### src/tabh_map.svh
// Purpose: register map and timing constants of the timer/alarm/hold block
// Assumes: 32-bit AXI4-Lite register bus, 200 MHz core clock
// Notes:   definitions only
`ifndef TABH_MAP_SVH
`define TABH_MAP_SVH

// ----------------------------------------------------------------------
// register byte offsets
// ----------------------------------------------------------------------
`define TABH_OFS_NS       8'h00
`define TABH_OFS_SEC      8'h04
`define TABH_OFS_ALARM    8'h08
`define TABH_OFS_HOLD     8'h0c
`define TABH_OFS_STATUS   8'h10
`define TABH_OFS_MASK     8'h14
`define TABH_OFS_CHIPIRQ  8'h18

// ----------------------------------------------------------------------
// field positions
// ----------------------------------------------------------------------
`define TABH_HOLD_BIT     0
`define TABH_FAULT_BIT    1
`define TABH_ST_ALARM     0
`define TABH_ST_FAULT     1
`define TABH_CHIP_ALARM   7
`define TABH_CHIP_FAULT   8

// ----------------------------------------------------------------------
// counts and reset values
// ----------------------------------------------------------------------
`define TABH_NS_STEP      32'h0000_00c8
`define TABH_NS_WRAP      32'h3b9a_ca00
`define TABH_ALARM_STEP   32'h0000_00c8
`define TABH_TICK_NS      200
`define TABH_CLK_MHZ      200
`define TABH_TICK_CYC     ((`TABH_TICK_NS * `TABH_CLK_MHZ) / 1000)
`define TABH_HOLD_TICKS   2500
`define TABH_RST_WORD     32'h0000_0000

`endif

### src/tabh_pkg.sv
// Purpose: shared types of the timer/alarm/hold block
// Assumes: map constants in tabh_map.svh
// Notes:   types only
package tabh_pkg;

  typedef struct packed {
    logic [31:0] ns;
    logic [31:0] sec;
  } tabh_clock_type;

  typedef struct packed {
    logic hold;
    logic fault;
  } tabh_hold_type;

  typedef enum logic [1:0] {
    TABH_HOLD_IDLE  = 2'b00,
    TABH_HOLD_BUSY  = 2'b01,
    TABH_HOLD_FAULT = 2'b10
  } tabh_hold_state_type;

endpackage : tabh_pkg

### src/tabh_tick.sv
// Purpose: reference synchroniser and 200 ns tick generator
// Assumes: ref_5mhz is an asynchronous 5 MHz square wave
// Notes:   tick pulses one cycle per rising reference edge
`timescale 1ns/1ps
module tabh_tick (
  input  wire logic clk,        // core clock
  input  wire logic rst_sync_n, // synchronised reset
  input  wire logic ref_5mhz,   // reference from pin
  output logic      tick        // one-cycle 200 ns tick
);
  logic ref_s1_q;
  logic ref_s2_q;
  logic ref_s3_q;

  // ----------------------------------------------------------------------
  // two-flop synchroniser, edge seen after
  // ----------------------------------------------------------------------
  always_ff @(posedge clk or negedge rst_sync_n) begin
    if (!rst_sync_n) begin
      ref_s1_q <= 1'b0;
      ref_s2_q <= 1'b0;
      ref_s3_q <= 1'b0;
      tick     <= 1'b0;
    end else begin
      ref_s1_q <= ref_5mhz;
      ref_s2_q <= ref_s1_q;
      ref_s3_q <= ref_s2_q;
      tick     <= ref_s2_q & ~ref_s3_q;
    end
  end
endmodule : tabh_tick

### src/tabh_hold.sv
// Purpose: bus-hold bit with half-millisecond watchdog
// Assumes: tick is a one-cycle 200 ns pulse
// Notes:   timeout clears hold and sets fault
`timescale 1ns/1ps
`include "tabh_map.svh"
module tabh_hold #(
  parameter int HOLD_TICKS = `TABH_HOLD_TICKS
) (
  input  wire logic clk,         // core clock
  input  wire logic rst_sync_n,  // synchronised reset
  input  wire logic tick,        // 200 ns tick
  input  wire logic wr_en,       // write to hold register
  input  wire logic wr_hold,     // written hold bit
  input  wire logic wr_fault_w1c,// written one to fault bit
  output tabh_pkg::tabh_hold_type state, // hold and fault
  output logic      fault_pulse  // one-cycle fault event (timeout or re-hold)
);
  logic [11:0]                   cnt_q;
  tabh_pkg::tabh_hold_state_type fsm_q;
  logic                          expire;
  logic                          rehold;

  assign expire = tick && (cnt_q == 12'(HOLD_TICKS - 1));
  assign rehold = wr_en && wr_hold;

  // ----------------------------------------------------------------------
  // hold state machine
  // ----------------------------------------------------------------------
  always_ff @(posedge clk or negedge rst_sync_n) begin
    if (!rst_sync_n) begin
      fsm_q       <= tabh_pkg::TABH_HOLD_IDLE;
      cnt_q       <= 12'h000;
      fault_pulse <= 1'b0;
    end else begin
      fault_pulse <= 1'b0;
      case (fsm_q)
        tabh_pkg::TABH_HOLD_IDLE, tabh_pkg::TABH_HOLD_FAULT: begin
          if (rehold) begin
            fsm_q <= tabh_pkg::TABH_HOLD_BUSY;
            cnt_q <= 12'h000;
          end
        end
        tabh_pkg::TABH_HOLD_BUSY: begin
          if (rehold || expire) begin
            fsm_q       <= tabh_pkg::TABH_HOLD_FAULT;
            fault_pulse <= 1'b1;
          end else if (wr_en) begin
            fsm_q <= tabh_pkg::TABH_HOLD_IDLE;
          end else if (tick) begin
            cnt_q <= cnt_q + 12'h001;
          end
        end
        default: fsm_q <= tabh_pkg::TABH_HOLD_IDLE;
      endcase
    end
  end

  // ----------------------------------------------------------------------
  // fault flag, set wins over clear
  // ----------------------------------------------------------------------
  logic fault_q;
  always_ff @(posedge clk or negedge rst_sync_n) begin
    if (!rst_sync_n) begin
      fault_q <= 1'b0;
    end else if (fault_pulse) begin
      fault_q <= 1'b1;
    end else if (wr_en && wr_fault_w1c) begin
      fault_q <= 1'b0;
    end
  end

  assign state.hold  = (fsm_q == tabh_pkg::TABH_HOLD_BUSY);
  assign state.fault = fault_q;
endmodule : tabh_hold

### src/tabh_top.sv
// Purpose: timer, alarm and bus-hold peripheral with AXI4-Lite slave
// Assumes: one 200 MHz clock, asynchronous 5 MHz reference pin
// Notes:   64-bit time read as ns word then latched seconds word
`timescale 1ns/1ps
`include "tabh_map.svh"

// Behaviour
// - Every 200 ns tick from the 5 MHz reference adds 200 to ns count.
// - At one thousand million ns the count wraps to zero, seconds +1.
// - Time is kept as a 32-bit ns and a 32-bit seconds register.
// - A read of ns latches seconds so the pair read is consistent.
// - The alarm register loses 200 at every tick, except when a bus write to it lands in the same cycle.
// - Alarm interrupt is high whenever the alarm top bit is set.
// - Writing hold one blocks the processor from the memory bus.
// - Hold not cleared within 2500 ticks raises fault, frees bus.
// - Writing hold one while held raises fault and frees the bus.
// - Hold register shows hold at bit 0 and fault at bit 1.
// - On timeout fault sets, hold clears and the processor proceeds.
// - The hold register is readable at any time.
// - Alarm-negative drives bit 7 of the chip interrupt vector.
// - Hold fault drives bit 8 of the chip interrupt vector.
module tabh_top #(
  parameter int HOLD_TICKS = `TABH_HOLD_TICKS
) (
  input  wire logic        clk,           // 200 MHz clock
  input  wire logic        rst_n,         // async reset, active low
  input  wire logic        ref_5mhz,      // 5 MHz reference pin
  input  wire logic [7:0]  s_axi_awaddr,  // write address
  input  wire logic        s_axi_awvalid, // write address valid
  output logic             s_axi_awready, // write address ready
  input  wire logic [31:0] s_axi_wdata,   // write data
  input  wire logic [3:0]  s_axi_wstrb,   // write strobes
  input  wire logic        s_axi_wvalid,  // write data valid
  output logic             s_axi_wready,  // write data ready
  output logic [1:0]       s_axi_bresp,   // write response
  output logic             s_axi_bvalid,  // write response valid
  input  wire logic        s_axi_bready,  // write response ready
  input  wire logic [7:0]  s_axi_araddr,  // read address
  input  wire logic        s_axi_arvalid, // read address valid
  output logic             s_axi_arready, // read address ready
  output logic [31:0]      s_axi_rdata,   // read data
  output logic [1:0]       s_axi_rresp,   // read response
  output logic             s_axi_rvalid,  // read data valid
  input  wire logic        s_axi_rready,  // read data ready
  output logic             mem_bus_block, // deny memory bus to processor
  output logic             alarm_irq,     // alarm negative level
  output logic             hold_fault_irq,// hold fault level
  output logic [17:0]      chip_irq_src,  // chip interrupt vector bits
  output logic             irq            // masked interrupt level
);
  // ----------------------------------------------------------------------
  // reset synchroniser
  // ----------------------------------------------------------------------
  logic rst_s1_q;
  logic rst_sync_n;
  always_ff @(posedge clk or negedge rst_n) begin
    if (!rst_n) begin
      rst_s1_q   <= 1'b0;
      rst_sync_n <= 1'b0;
    end else begin
      rst_s1_q   <= 1'b1;
      rst_sync_n <= rst_s1_q;
    end
  end

  // ----------------------------------------------------------------------
  // tick and hold submodules
  // ----------------------------------------------------------------------
  logic                    tick;
  tabh_pkg::tabh_hold_type hold_st;
  logic                    fault_pulse;
  logic                    hold_wr;
  logic [31:0]             wdata_m;

  tabh_tick u_tick (
    .clk        (clk),
    .rst_sync_n (rst_sync_n),
    .ref_5mhz   (ref_5mhz),
    .tick       (tick)
  );

  tabh_hold #(
    .HOLD_TICKS (HOLD_TICKS)
  ) u_hold (
    .clk          (clk),
    .rst_sync_n   (rst_sync_n),
    .tick         (tick),
    .wr_en        (hold_wr),
    .wr_hold      (wdata_m[`TABH_HOLD_BIT]),
    .wr_fault_w1c (wdata_m[`TABH_FAULT_BIT]),
    .state        (hold_st),
    .fault_pulse  (fault_pulse)
  );

  // ----------------------------------------------------------------------
  // address decode
  // ----------------------------------------------------------------------
  function automatic logic tabh_mapped(input logic [7:0] a);
    case (a)
      `TABH_OFS_NS, `TABH_OFS_SEC, `TABH_OFS_ALARM, `TABH_OFS_HOLD,
      `TABH_OFS_STATUS, `TABH_OFS_MASK, `TABH_OFS_CHIPIRQ: return 1'b1;
      default: return 1'b0;
    endcase
  endfunction : tabh_mapped

  // ----------------------------------------------------------------------
  // write channel
  // ----------------------------------------------------------------------
  logic        aw_have_q;
  logic        w_have_q;
  logic [7:0]  awaddr_q;
  logic [31:0] wdata_q;
  logic [3:0]  wstrb_q;
  logic        wr_go;

  assign wr_go = aw_have_q && w_have_q && !s_axi_bvalid;

  always_ff @(posedge clk or negedge rst_sync_n) begin
    if (!rst_sync_n) begin
      aw_have_q     <= 1'b0;
      w_have_q      <= 1'b0;
      awaddr_q      <= 8'h00;
      wdata_q       <= 32'h0000_0000;
      wstrb_q       <= 4'h0;
      s_axi_awready <= 1'b0;
      s_axi_wready  <= 1'b0;
      s_axi_bvalid  <= 1'b0;
      s_axi_bresp   <= 2'b00;
    end else begin
      s_axi_awready <= !aw_have_q && !s_axi_awready && !s_axi_bvalid;
      s_axi_wready  <= !w_have_q && !s_axi_wready && !s_axi_bvalid;
      if (s_axi_awvalid && s_axi_awready) begin
        aw_have_q <= 1'b1;
        awaddr_q  <= s_axi_awaddr;
        s_axi_awready <= 1'b0;
      end
      if (s_axi_wvalid && s_axi_wready) begin
        w_have_q <= 1'b1;
        wdata_q  <= s_axi_wdata;
        wstrb_q  <= s_axi_wstrb;
        s_axi_wready <= 1'b0;
      end
      if (wr_go) begin
        aw_have_q    <= 1'b0;
        w_have_q     <= 1'b0;
        s_axi_bvalid <= 1'b1;
        s_axi_bresp  <= tabh_mapped(awaddr_q) ? 2'b00 : 2'b10;
      end else if (s_axi_bvalid && s_axi_bready) begin
        s_axi_bvalid <= 1'b0;
      end
    end
  end

  // byte-lane masked write data; unstrobed lanes write zero
  genvar gi;
  generate
    for (gi = 0; gi < 4; gi++) begin : g_lane
      assign wdata_m[gi*8 +: 8] = wstrb_q[gi] ? wdata_q[gi*8 +: 8] : 8'h00;
    end
  endgenerate

  function automatic logic [31:0] tabh_merge(input logic [31:0] old,
                                             input logic [31:0] nw,
                                             input logic [3:0]  st);
    logic [31:0] r;
    r = old;
    for (int i = 0; i < 4; i++) begin
      if (st[i]) begin
        r[i*8 +: 8] = nw[i*8 +: 8];
      end
    end
    return r;
  endfunction : tabh_merge

  logic alarm_wr;
  logic status_wr;
  logic mask_wr;
  assign hold_wr   = wr_go && (awaddr_q == `TABH_OFS_HOLD) && wstrb_q[0];
  assign alarm_wr  = wr_go && (awaddr_q == `TABH_OFS_ALARM);
  assign status_wr = wr_go && (awaddr_q == `TABH_OFS_STATUS);
  assign mask_wr   = wr_go && (awaddr_q == `TABH_OFS_MASK);

  // ----------------------------------------------------------------------
  // clock counters
  // ----------------------------------------------------------------------
  tabh_pkg::tabh_clock_type time_q;
  always_ff @(posedge clk or negedge rst_sync_n) begin
    if (!rst_sync_n) begin
      time_q <= {`TABH_RST_WORD, `TABH_RST_WORD};
    end else if (tick) begin
      if (time_q.ns + `TABH_NS_STEP >= `TABH_NS_WRAP) begin
        time_q.ns  <= `TABH_RST_WORD;
        time_q.sec <= time_q.sec + 32'h0000_0001;
      end else begin
        time_q.ns <= time_q.ns + `TABH_NS_STEP;
      end
    end
  end

  // ----------------------------------------------------------------------
  // alarm countdown
  // ----------------------------------------------------------------------
  logic [31:0] alarm_q;
  always_ff @(posedge clk or negedge rst_sync_n) begin
    if (!rst_sync_n) begin
      alarm_q <= `TABH_RST_WORD;
    end else if (alarm_wr) begin
      alarm_q <= tabh_merge(alarm_q, wdata_q, wstrb_q);
    end else if (tick) begin
      alarm_q <= alarm_q - `TABH_ALARM_STEP;
    end
  end

  // ----------------------------------------------------------------------
  // sticky status, mask, outputs
  // ----------------------------------------------------------------------
  logic [1:0] status_q;
  logic [1:0] mask_q;
  logic [1:0] ev;
  assign ev = {fault_pulse, alarm_q[31] && !alarm_irq};

  always_ff @(posedge clk or negedge rst_sync_n) begin
    if (!rst_sync_n) begin
      status_q <= 2'b00;
      mask_q   <= 2'b00;
    end else begin
      status_q <= ev | (status_q & ~({2{status_wr}} & wdata_m[1:0]));
      if (mask_wr) begin
        mask_q <= wdata_m[1:0];
      end
    end
  end

  always_ff @(posedge clk or negedge rst_sync_n) begin
    if (!rst_sync_n) begin
      mem_bus_block  <= 1'b0;
      alarm_irq      <= 1'b0;
      hold_fault_irq <= 1'b0;
      chip_irq_src   <= 18'h00000;
      irq            <= 1'b0;
    end else begin
      mem_bus_block  <= hold_st.hold;
      alarm_irq      <= alarm_q[31];
      hold_fault_irq <= hold_st.fault;
      chip_irq_src   <= 18'h00000;
      chip_irq_src[`TABH_CHIP_ALARM] <= alarm_q[31];
      chip_irq_src[`TABH_CHIP_FAULT] <= hold_st.fault;
      irq            <= |(status_q & mask_q);
    end
  end

  // ----------------------------------------------------------------------
  // read channel
  // ----------------------------------------------------------------------
  logic [31:0] sec_latch_q;
  logic [31:0] rd_val;
  always_comb begin
    case (s_axi_araddr)
      `TABH_OFS_NS:      rd_val = time_q.ns;
      `TABH_OFS_SEC:     rd_val = sec_latch_q;
      `TABH_OFS_ALARM:   rd_val = alarm_q;
      `TABH_OFS_HOLD:    rd_val = {30'h0, hold_st.fault, hold_st.hold};
      `TABH_OFS_STATUS:  rd_val = {30'h0, status_q};
      `TABH_OFS_MASK:    rd_val = {30'h0, mask_q};
      `TABH_OFS_CHIPIRQ: rd_val = {14'h0, chip_irq_src};
      default:           rd_val = 32'h0000_0000;
    endcase
  end

  always_ff @(posedge clk or negedge rst_sync_n) begin
    if (!rst_sync_n) begin
      s_axi_arready <= 1'b0;
      s_axi_rvalid  <= 1'b0;
      s_axi_rdata   <= 32'h0000_0000;
      s_axi_rresp   <= 2'b00;
      sec_latch_q   <= 32'h0000_0000;
    end else begin
      s_axi_arready <= !s_axi_arready && !s_axi_rvalid;
      if (s_axi_arvalid && s_axi_arready) begin
        s_axi_arready <= 1'b0;
        s_axi_rvalid  <= 1'b1;
        s_axi_rdata   <= rd_val;
        s_axi_rresp   <= tabh_mapped(s_axi_araddr) ? 2'b00 : 2'b10;
        if (s_axi_araddr == `TABH_OFS_NS) begin
          sec_latch_q <= time_q.sec;
        end
      end else if (s_axi_rvalid && s_axi_rready) begin
        s_axi_rvalid <= 1'b0;
      end
    end
  end
endmodule : tabh_top

### config.mk
export PLATFORM = sky130hd
export DESIGN_NAME = tabh_top
export DESIGN_NICKNAME = d
export VERILOG_FILES = /design/src/tabh_pkg.sv /design/src/tabh_tick.sv /design/src/tabh_hold.sv /design/src/tabh_top.sv
export VERILOG_INCLUDE_DIRS = /design/src
export SDC_FILE = /design/constraint.sdc
export NUM_CORES = 1
export LEC_CHECK = 0
export ABC_AREA = 1
export BUFFER_PORTS_ARGS = -buffer_cell sky130_fd_sc_hd__buf_2
export CORE_MARGIN = 5
export CORE_UTILIZATION = 60
export DETAILED_ROUTE_END_ITERATION = 8
export PLACE_DENSITY = 0.81
export SETUP_SLACK_MARGIN = 0.4
export SLEW_MARGIN = 20
export SYNTH_ARGS = -nofsm -noshare
export SYNTH_HDL_FRONTEND = slang
export SYNTH_SLANG_ARGS = --single-unit
### constraint.sdc
create_clock -name clk -period 13.75 [get_ports clk]
set_clock_uncertainty 0.1 [all_clocks]
set_input_delay 2.75 -clock clk [delete_from_list [all_inputs] [get_ports clk]]
set_output_delay 2.75 -clock clk [all_outputs]
set_load 0.02 [all_outputs]
Yosys cells after proc, flatten, opt, wreduce, memory -nomap -nowiden
Cells that the tools add are included.

Add/subtract/negate cells: 4. Reduce and logical (&&, ||, !) cells: 52. Magnitude comparators: 1. Equality and inequality tests: 24. Mux-type cells: 39. Bitwise logic cells: 7.

Operators by type and width (number): $pmux 32 s7 (1); $mux 32 (3); $eq 8x5->1 const B (6); $mux 12 (4); $add 32x1->32 const B (1); $add 32x8->32 const B (1); $eq 8x4->1 const B (4); $ge 32x30->1 const B (1); $mux 8 (4); $sub 32x8->32 const B (1); $pmux 12 s2 (1); $logic_and 1x1->1 (21); $mux 1 (19); $eq 8x3->1 const B (2); $logic_not 8->1 (2); $reduce_and 2->1 (7); $reduce_bool 2->1 (7); $reduce_or 7->1 (2); $add 12x1->12 const B (1); $eq 12x12->1 const B (1); $mux 2 (6); $ne 2x2->1 const B (6); $logic_not 1->1 (8); $and 2x2->2 (3); other kinds (13) (15).

Logic and storage cells: 164. Flip-flop bits (word level): 247. Output and inout bits: 63.

Depth between registers and ports, before layout
Gate-level depths: netlist (run 1).

Word-level depth: 8. Mapped depth: 17. Mapped depth without buffers: 16.

Cells and area by module
A second synthesis (run 1) with hierarchy kept.

Cells, all modules: 1688. Area, all modules: 12833.6 µm².

Modules (own cells, without submodules): tabh_top (instances 1, area an instance 11651.2 µm², cells each 1530); tabh_hold (instances 1, area an instance 1072.3 µm², cells each 152); tabh_tick (instances 1, area an instance 110.1 µm², cells each 6).

Least setup slack after synthesis (run 1)
OpenSTA, ideal clock, no wires.

Path kind: input to register. Start: input s_axi_araddr[7]. End: register sec_latch_q[11]. Arrival time: 4.260 ns. Setup time: 0.125 ns. Path buffers: 1. Data required time: 13.525 ns. Slack: 9.265 ns. Cell stages on the path: 7. Cell sequence: or2_1 > nor2_2 > nand2_1 > nor4_4 > nand2_2 > buf_2 > mux2_2.

Longest elaborated chain between the ends: 2.

RTL lines: from (decl) (line tabh_top.sv:38) `input wire logic [7:0] s_axi_araddr,`; $logic_not 8->1; $reduce_and 2->1 (no source line); to (signal assigned) (line tabh_top.sv:285) `sec_latch_q <= time_q.sec;`; to (decl) (line tabh_top.sv:255) `logic [31:0] sec_latch_q;`.

No other way between the ends. A chain may end at the register's enable or synchronous reset.

Worst setup path after layout (run 1)
Start: input s_axi_araddr[7]. End: register s_axi_rdata[24].

Longest elaborated chain between the ends: 2.

RTL lines: $eq 8x5->1, or another cell as far along (line tabh_top.sv:258) `case (s_axi_araddr)`; $pmux 32 s7 * (line tabh_top.sv:258); to (signal assigned) (line tabh_top.sv:282) `s_axi_rdata <= rd_val;`; to (decl) (line tabh_top.sv:41) `output logic [31:0] s_axi_rdata,`.

Mark *: on every way between the ends. The rest lies on a longest branch, timed or not.

==> metrics.md, run 1 <==
| Metric | Value |
|---|---|
| Critical Path End Type | flop |
| Reg2Reg Depth | 14 |
| Final setup fails | 0 |
| Mapped Area | 12610 µm² |
| Max Freq | 0.2017 GHz |
| Total Routed Length | between 30000 and 40000 µm |
| CTS tree | yes |
| Sequential share of the synthesized area | between 40% and 50% |
| Die Y | 155.0 µm |
| Post-synthesis cell type count | 51 |
| Post_cts resized | 0 |
| Critical path launch point type | input pin |
| Reg area | between 6000 and 7000 µm² |
| Layout cells sized above 1 | 12.05% |
| Worst IR drop on VDD | 0.0001156 V |
| Leading cell type in the layout, fill and taps excluded | nand2_1 |
| Area of the multi-input gates | 5725 µm² |
| Post-synth EDFFs | 0 |
| Ys flop type | dfrtp_1 |
| Vias | 11200 |
| R2R setup slack | about 10 ns |
| Status | complete, no violations |
| Hold WS | around 0.25 ns |
| Initial Util | 60.37% |
| R2r endpoint | time_q[45] |
| Asr flop ratio synth | 100.0% |
| CTS clk-pin slew, worst paths | ~0.06 ns |
| Crit-path max FO | 26 |
| WP data arrival | about 5.3 ns |
| Vias per Instance | 5.644 |
| Drt first pass iters | 6 |
| Hold Path Depth | 0 |
| Largest net degree at the start of global routing | ~170 |
| Post-route ant nets | 0 |
| Diode count | 0 |
| Number of buffers created by CTS | 26 |
| Cells after synthesis | 1615 |
| Worst hold path type | reg -> reg |
| Final HPWL DP | between 20000 and 25000 µm |
| Die ar. | approximately 24000 µm² |
| P_leak | 6.914 nW |
| Total Nets Final | ~1800 |
| Commonest cells after routing, fill and taps aside | nand2_1, dfrtp_1, nor2_1 |
| DRC Markers | 0 |
| H-Tree Depth | 1 |
| Hold-fix buffers, CTS | 0 |
| FF-to-FF Start | time_q[35] |
| I/O pins | 123 |
| CTS sink cnt | between 200 and 250 |
| Placer Congestion | ~0.97 |
| Port Buffers | ~100 |
| Initial antenna violation count | 0 |
| Hold Path End | u_tick.ref_s2_q |
| Crit Path Category | in -> reg |
| First-pass GRT wire length | 55230 µm |
| Fillers | 1754 |
| Post-synthesis register bit count | 240 |
| Final worst-path cycle share | between 30% and 40% |
| Worst setup startpoint | s_axi_araddr[7] |
| Worst-margin pin slew | 1.068 ns |
| Rows | 53 |
| Crit path time final | 4.959 ns |
| Number of global-route vias before repair | 10750 |
| Maxcap violations | 0 |
| Grt ovf | 0 |
| Setup TNS | 0 ns |
| Clock buffer depth | 3 |
| Initial DRC count | 1039 |
| Clock latency on the worst-skew pair | 0.53 ns |
| Fin. max-slew vios | 0 |
| Die width | 155.0 µm |
| Core Region | 20890 µm² |
| Average size of a mapped cell | 7.808 µm² |
| Final Hold Viols | 0 |
| Hold path startpoint | u_tick.ref_s1_q |
| Relative slew margins | around 29% |
| Area grow syn2layout | 12.12% |
| Ys Warns | 0 |
| CP required | 14.11 ns |
| Root Buffer | clkbuf_16 |
| Cell area power density | 154.4 nW/µm² |
| Setup bufs post-CTS | 0 |
| Post-DR wirelength/cell | ~17 µm |
| RSZ-0062 raised after global routing | false |
| Overall Global Routing Usage | 28.20% |
==> cell families (layout without fill, tap and decap cells) <==
kind of cell	Yosys count	after routing	synth area share, %
other cells	2	19	0.05956
flops	240	240	47.63
mux	18	18	1.607
simple gates	856	856	28.89
xor+xnor	50	50	3.473
compound gates	228	228	10.45
fa+ha+maj	4	4	0.3969
buf+inv	217	295	7.492
==> cell usage after synthesis, types with 2 or more instances <==
cell | count | area [µm²]
o21ai_1 | 15 | 75.07
buf_6 | 5 | 56.30
dfrtp_1 | 240 | 6006
a21oi_1 | 24 | 120.1
nand3_4 | 2 | 35.03
ha_1 | 4 | 50.05
o221ai_1 | 2 | 17.52
inv_1 | 127 | 476.7
mux2_2 | 18 | 202.7
a211oi_1 | 2 | 15.01
clkbuf_1 | 43 | 161.4
xnor2_1 | 4 | 35.03
inv_2 | 7 | 26.28
o22ai_1 | 15 | 93.84
xor2_1 | 46 | 402.9
nand3_1 | 58 | 290.3
or2_1 | 2 | 12.51
nand2_1 | 528 | 1982
o21ai_0 | 122 | 610.6
a221oi_1 | 15 | 131.4
nor3_1 | 35 | 175.2
nor4_1 | 11 | 68.82
clkinv_1 | 2 | 7.510
a22o_1 | 2 | 17.52
o31ai_1 | 8 | 60.06
buf_4 | 21 | 157.7
o211ai_1 | 9 | 67.56
nor2_2 | 8 | 50.05
a31oi_1 | 5 | 31.28
nor3b_1 | 2 | 15.01
nand3_2 | 4 | 40.04
nand2_2 | 5 | 31.28
conb_1 | 2 | 7.510
nand3b_1 | 3 | 22.52
buf_2 | 11 | 55.05
nand4_1 | 53 | 331.6
nor2_1 | 141 | 529.3
==> final cells by class <==
cell class              count  share of cell area, %
repair buffers            111                  4.142
inverters                 136                  3.611
clock inverters            11                  1.328
flip-flops and latches    240                  42.52
clock buffers              37                  5.470
well taps                 275                  2.434
multi-input cells        1175                  40.50
==> power by group <==
group          total (mW)  leakage [nW]  switching (mW)  internal [mW]
sequential          0.952          3.15           0.117          0.836
combinational       0.460          3.28           0.313          0.148
clock               0.770         0.475           0.285          0.485
total                2.18          6.91           0.715           1.47
==> layer usage <==
metal | GRT usage [%] | wire (µm) | part of all wire, %
met1 | 38.69 | 13930 | 41
met2 | 46.55 | 15990 | 47
met3 | 5.063 | 2801 | 8.3
met4 | 7.780 | 981 | 2.9
met5 | 0 | 0 | 0
==> worst max-delay path: stages <==
cell and delay (ns):
buf_2 0.09, or2_1 0.22, nor2_2 0.15, nand2_1 0.17, nor2_2 0.45, clkinv_1 0.78, o22ai_1 0.47, a21oi_1 0.08
o21ai_1 0.15
==> registers in the layout, indices dropped and copies added (netlist names), 4 cells and up <==
name          count
sec_latch_q      32
alarm_q          32
s_axi_rdata      32
wdata_q          32
wstrb_q           4
u_hold.cnt_q     12
time_q           61
awaddr_q          8
==> stage by stage <==
step / utilization, % / cell area, µm² / power, mW / cells / worst slack [ns]
after floorplan: - / 12670 / 1.274 / 1632 / 6.466
after global placement: 63.08 / 13180 / 1.395 / 1937 / 8.559
after detailed placement: 63.08 / 13180 / 1.411 / 1937 / 8.376
after CTS: 67.68 / 14140 / 2.186 / 1985 / 8.896
after global routing: 67.68 / 14140 / 2.303 / 1985 / 8.599
final: 67.68 / 14140 / 2.183 / 1985 / 8.791
==> how the worst max path moves through the flow <==
stage	end	slack (ns)	cells past startpoint
6_report	s_axi_rdata[24]	8.79	9
5_1_grt	s_axi_rdata[10]	8.60	9
4_1_cts	s_axi_rdata[24]	8.90	9
3_5_place_dp	s_axi_rdata[0]	8.38	9
3_3_place_gp	s_axi_rdata[25]	8.56	9
2_1_floorplan	alarm_q[0]	6.47	0
No activity file was read; power rests on OpenSTA's default activity.
==> run 2, diff against run 1 <==
ABC_AREA = 0   (was 1)
CORE_UTILIZATION = 59   (was 60)
PLACE_DENSITY = 0.8   (was 0.81)
clock period = 4.7 ns   (was 13.75 ns; I/O delays follow)
==> run 2 against run 1 <==
Register-to-register slack got worse by 9.6 ns. Non-clock buffer count increased by 11. Count of clock-buffer cells in the layout decreased by 3. Design area decreased by 6.1%. Clock power increased by 130%. Critical path type is now reg -> reg. Critical endpoint is now time_q[45].
==> metrics.md, run 2 <==
| Metric | Value |
|---|---|
| WP data arrival | between 4 and 5 ns |
| Crit-path max FO | 30 |
| Ys Warns | 0 |
| Final Util | between 60% and 70% |
| Placer Congestion | around 0.94 |
| Mapped Area | ~12000 µm² |
| Initial DRC count | 700 |
| Fin. max-slew vios | 0 |
| Cells after synthesis | 1149 |
| Crit path time final | 4.040 ns |
| Critical Path End Type | flop |
| Crit Path Category | reg -> reg |
| Die width | 152.1 µm |
| Root Buffer | clkbuf_16 |
| Largest register FFs | between 60 and 70 |
| Port Buffers | 104 |
| Initial Util | 59.47% |
| Overall Global Routing Usage | about a quarter |
| Final Cell Area | 13280 µm² |
| Max Freq | about 0.25 GHz |
| Top-count cell post-synth | dfrtp_1 |
| Most frequent CP cell | buf_4 |
| Commonest cells after routing, fill and taps aside | dfrtp_1, nand2_1, buf_2 |
| Area post-placement | 12560 µm² |
| Overall power | 5.531 mW |
| First-pass GRT wire length | slightly below 50000 µm |
| Diode count | 0 |
| Total Nets Final | 1292 |
| WP buf/inv | 2 |
| Vias | 9178 |
| Largest net degree at the start of global routing | around 110 |
| Ys flop type | dfrtp_1 |
| Final worst-path cycle share | roughly 86% |
| FF-to-FF Start | time_q[35] |
| Crit-path leading delay family | compound AO/OA/AOI/OAI gates |
| Final HPWL DP | a little over 20000 µm |
| Gate power share | 17.1% |
| Relative slew margins | 39.05% |
| Area grow syn2layout | 11.41% |
| DRC Markers | 0 |
| Drt first pass iters | 5 |
| Total Routed Length | 29500 µm |
| Sw Share | ~30% |
| Leading cell type in the layout, fill and taps excluded | dfrtp_1 |
| Worst hold path type | in -> async |
| Cell area power density | 416.6 nW/µm² |
| Hold-fix buffers, CTS | 0 |
| Cell Int Power | 3.872 mW |
| Final setup fails | 0 |
| Share of the synthesized area in the top cell type | 50.40% |
| H-Tree Depth | 1 |
| P_leak | 6.026 nW |
| Maxcap violations | 0 |
| CTS sink cnt | 240 |
| Rows | between 50 and 60 |
| Critical path launch point type | flop |
| Worst-margin pin slew | 0.9102 ns |
| Number of global-route vias before repair | 9171 |
| Clock latency on the worst-skew pair | about 0.52 ns |
| Clk pwr share | about a third |
| Post-synth EDFFs | 0 |
| Status | complete, no violations |
| Setup TNS | 0 ns |
| Clock buffer depth | 3 |
| CP required | 5.00 ns |
| Post-synthesis register bit count | 240 |
| Die Y | 152.1 µm |
| Sequential share of the synthesized area | around 50% |
| Hold WS | 0.1009 ns |
| Post-route ant nets | 0 |
| Average size of a mapped cell | 10.37 µm² |
| RSZ-0062 raised after global routing | false |
| Largest cells by area after synthesis | dfrtp_1, mux2_2, o21ai_0 |
| Slowest CP cell | or4_4 |
| CTS clk-pin slew, worst paths | roughly 0.060 ns |
| Post-DR wirelength/cell | 19.55 µm |
| Psw | ~1.7 mW |
| Vias per Instance | 6.082 |
| Post-synthesis cell type count | 65 |
| CP peak stage delay | 0.52 ns |
| Number of buffers created by CTS | 25 |
| CTS tree | yes |
| Worst setup startpoint | time_q[35] |
| Cell breakdown of the critical path | ha_1 > a211o_2 > and4_2 > nand3_4 > or4_4 > a211o_1 > a2111oi_4 > buf_4 > or2_1 > buf_4 > o21ai_0 > a22o_1 |
| Sequential share of power | 50.8% |
| Asr flop ratio synth | 100.0% |
| Layout cells sized above 1 | 20.90% |
| Largest Register | time_q |
| Die ar. | 23140 µm² |
| Grt ovf | 0 |
| Core Region | around 20000 µm² |
| Leading area contributor after synthesis | dfrtp_1 |
| Post-synth top cells | dfrtp_1, nand2_1, o21ai_0 |
| Initial antenna violation count | 0 |
| Worst IR drop on VDD | 0.0003884 V |
| I/O pins | approximately 120 |
| Final Hold Viols | 0 |
## run 2: cell count changes after synthesis, moves of 26 or more
cell and change:
mux2_2 +66, nand3_1 -26, nand2_1 -417, a22o_1 +46, inv_1 -104, o21ai_0 -36
nand4_1 -29, mux2i_1 +33, nor2_1 -69, xor2_1 -40, xnor2_1 +36
## run 2: power by group through the flow
stage / registers, mW / clock network (mW) / logic (mW)
global route: 2.87 / 1.89 / 1.04
detailed placement: 2.84 / 0 / 0.941
global placement: 2.81 / 0 / 0.911
CTS: 2.80 / 1.81 / 0.952
floorplan: 2.70 / 0 / 0.769
finish: 2.81 / 1.77 / 0.945
## run 2: worst paths after layout
check | endpoint | cells after the start | slack, ns
min | rst_sync_n | 1 | 0.10
min reg2reg | u_tick.ref_s2_q | 0 | 0.25
max | time_q[45] | 12 | 0.66
min in group clk | u_tick.ref_s2_q | 0 | 0.25
max reg2reg | time_q[45] | 12 | 0.66
max in group asynchronous | wdata_q[7] | 1 | 3.05
## run 2: per-stage QoR
stage	setup slack, ns	instances
floorplan	0.6585	1166
global placement	0.7044	1470
detailed placement	0.5967	1470
CTS	0.5611	1508
global route	0.4388	1509
finish	0.6595	1509
## run 2: cells by family (layout without fill, tap and decap cells)
logic type	count (synthesis)	in the layout	share of synthesized area, %
AND/OR/NAND/NOR	389	389	16.54
XOR/XNOR	46	46	3.381
other	2	19	0.06302
adder cells (fa/ha/maj)	4	4	0.4200
AO/OA/AOI/OAI	241	241	14.10
flip-flops	240	240	50.40
buffers and inverters	110	183	4.389
multiplexers	117	117	10.71
## run 2: layer usage
| layer | track usage, % | vias to the layer above | part of all wire, % |
|---|---|---|---|
| met5 | 0 | - | 0 |
| met4 | 7.106 | 0 | 2.5 |
| met1 | 35.88 | 4529 | 43 |
| met3 | 3.925 | 49 | 6.6 |
| li1 | - | 4271 | - |
| met2 | 40.90 | 329 | 48 |
## run 2: layout make-up
cell class | count | area [µm²]
flip-flops and latches | 240 | 6010
inverters | 23 | 86.33
clock inverters | 4 | 20.02
repair buffers | 122 | 668.1
fillers | 1619 | 6763
clock buffers | 34 | 689.4
well taps | 270 | 337.8
multi-input cells | 816 | 5465
## run 2: what timing repair did
item | in CTS | in global routing
setup buffers | 0 | 1
resized for setup | 0 | 3
endpoints found under the setup margin | 0 | 32
==> run 3, diff against run 2 <==
ABC_AREA = 1   (was 0)
CORE_UTILIZATION = 60   (was 59)
PLACE_DENSITY = 0.81   (was 0.8)
==> run 3 against run 2 <==
Via count is 24% higher. Sequential power down 1%. Clock power rose by 22%. First-iteration DRC count increased by 26%. Setup slack improved by 0.81 ns. Hold slack got worse by 0.0038 ns. Combinational power increased by 46%. Non-clock buffer count down 7. Wire length is 16% higher. Die area grew 3.8%. Final cell count grew 32%. Sequential cell count stayed put. Critical endpoint is now time_q[16].
==> metrics.md, run 3 (synthesized netlist as in run 1, its figures left out) <==
| Metric | Value |
|---|---|
| Status | complete, no violations |
| Setup TNS | 0 ns |
| Cell area power density | 446.5 nW/µm² |
| Overall power | 6.312 mW |
| Critical path launch point type | flop |
| Root Buffer | clkbuf_16 |
| CP required | approximately 5.0 ns |
| Total Routed Length | 34210 µm |
| Relative slew margins | between 30% and 40% |
| Area grow syn2layout | 12.11% |
| Max Freq | 0.3092 GHz |
| WP data arrival | between 3 and 4 ns |
| Rows | 53 |
| Die ar. | 24020 µm² |
| DRC Markers | 0 |
| Final worst-path cycle share | 68.82% |
| Crit-path max FO | 35 |
| Die width | 155.0 µm |
| Number of buffers created by CTS | 26 |
| Largest Register | time_q |
| Core Region | roughly 21000 µm² |
| Hold WS | slightly below 0.1 ns |
| I/O pins | 123 |
| Worst IR drop on VDD | 0.0003553 V |
| Placed Cells | 1940 |
| Final HPWL DP | 24240 µm |
| Hold-fix buffers, CTS | 0 |
| RSZ-0062 raised after global routing | false |
| Clock buffer depth | 3 |
| Drt first pass iters | 5 |
| Number of global-route vias before repair | 11060 |
| Placer Congestion | 0.9289 |
| Initial Util | 60.37% |
| Vias per Instance | 5.708 |
| Largest register FFs | 61 |
| Final Hold Viols | 0 |
| Worst-margin pin slew | 1.015 ns |
| Fin. max-slew vios | 0 |
| Initial antenna violation count | 1 |
| CTS tree | yes |
| Worst hold path type | in -> async |
| Post_cts resized | 0 |
| Leading cell type in the layout, fill and taps excluded | nand2_1 |
| Total Nets Final | between 1500 and 2000 |
| Diode count | 0 |
| Overall Global Routing Usage | 28.30% |
| Post-DR wirelength/cell | roughly 17 µm |
| Grt ovf | 0 |
| Clock latency on the worst-skew pair | 0.53 ns |
| Vias | ~11000 |
| Die Y | 155.0 µm |
| Critical Path End Type | flop |
| Setup bufs post-CTS | 0 |
| Crit path time final | 3.235 ns |
| CTS sink cnt | 240 |
| Layout cells sized above 1 | 12.04% |
| Commonest cells after routing, fill and taps aside | nand2_1, dfrtp_1, nor2_1 |
| Fin cells | around 2000 |
| CTS clk-pin slew, worst paths | ~0.060 ns |
| Port Buffers | 104 |
| Post-route ant nets | 0 |
| Maxcap violations | 0 |
| Largest net degree at the start of global routing | approximately 100 |
| Final setup fails | 0 |
| Initial DRC count | between 800 and 900 |
| Crit Path Category | reg -> reg |
| H-Tree Depth | 1 |
| P_leak | 6.909 nW |
| First-pass GRT wire length | 55530 µm |
[run 3: cell types whose count changed in the layout (fill, tap and decap cells not counted), moves of 17 or more]
cell	previous run	this run
nand2_1	111	527
inv_1	23	127
nor2_1	71	141
mux2_2	84	18
a22o_1	48	2
xor2_1	6	46
o21ai_0	85	122
xnor2_1	40	4
mux2i_1	33	0
nand4_1	24	53
nand3_1	32	58
and3_1	18	1
[run 3: worst paths after layout]
| check | start | end | slack, ns | cells after the start |
|---|---|---|---|---|
| max reg2reg | time_q[35] | time_q[16] | 1.47 | 14 |
| max in group asynchronous | rst_sync_n | sec_latch_q[20] | 3.11 | 2 |
| min | rst_n | rst_s1_q | 0.1 | 1 |
| max | time_q[35] | time_q[16] | 1.47 | 14 |
| min reg2reg | rst_sync_n | time_q[3] | 0.17 | 0 |
| min in group clk | rst_s1_q | rst_sync_n | 0.25 | 0 |
[run 3: report_power, final]
part / internal, mW / switching [mW] / total (mW)
sequential: 2.45 / 0.325 / 2.77
combinational: 0.436 / 0.943 / 1.38
clock: 1.34 / 0.820 / 2.16
total: 4.22 / 2.09 / 6.31
[run 3: layout make-up]
| class | count | area (µm²) |
|---|---|---|
| inverter | 136 | 510.5 |
| tap | 275 | 344.1 |
| clock inverter | 8 | 146.4 |
| sequential | 240 | 6011 |
| timing repair buffer | 115 | 635.6 |
| multi-input combinational | 1175 | 5725 |
| clock buffer | 37 | 763.2 |
| fill | 1750 | 6753 |
[run 3: routing by layer]
metal,part of all wire [%],track usage [%]
met1,42,38.11
met2,46,45.70
met4,4.4,11.23
met5,0.015,0
met3,6.9,5.257
[run 3: worst max-delay path, stage by stage, from the launching register on]
cell,delay [ns]
dfrtp_1,0.44
ha_1,0.19
nand2_1,0.08
nand2_1,0.26
nand2_1,0.19
xnor2_1,0.24
nand2_1,0.09
nand2_1,0.07
nand2_1,0.05
nor2_1,0.13
nand2_1,0.11
nand3_4,0.37
nand3_4,0.49
nand2_1,0.19
nand2_1,0.09
[run 3: metrics by stage]
| stage | setup slack [ns] | instance area, µm² | util [%] |
|---|---|---|---|
| final | 1.465 | 14140 | 67.67 |
| after global routing | 1.151 | 14140 | 67.67 |
| after CTS | 1.484 | 14110 | 67.54 |
| after detailed placement | 1.078 | 13200 | 63.19 |
| after global placement | 1.290 | 13200 | 63.19 |
| after floorplan | 0.6585 | 12670 | - |
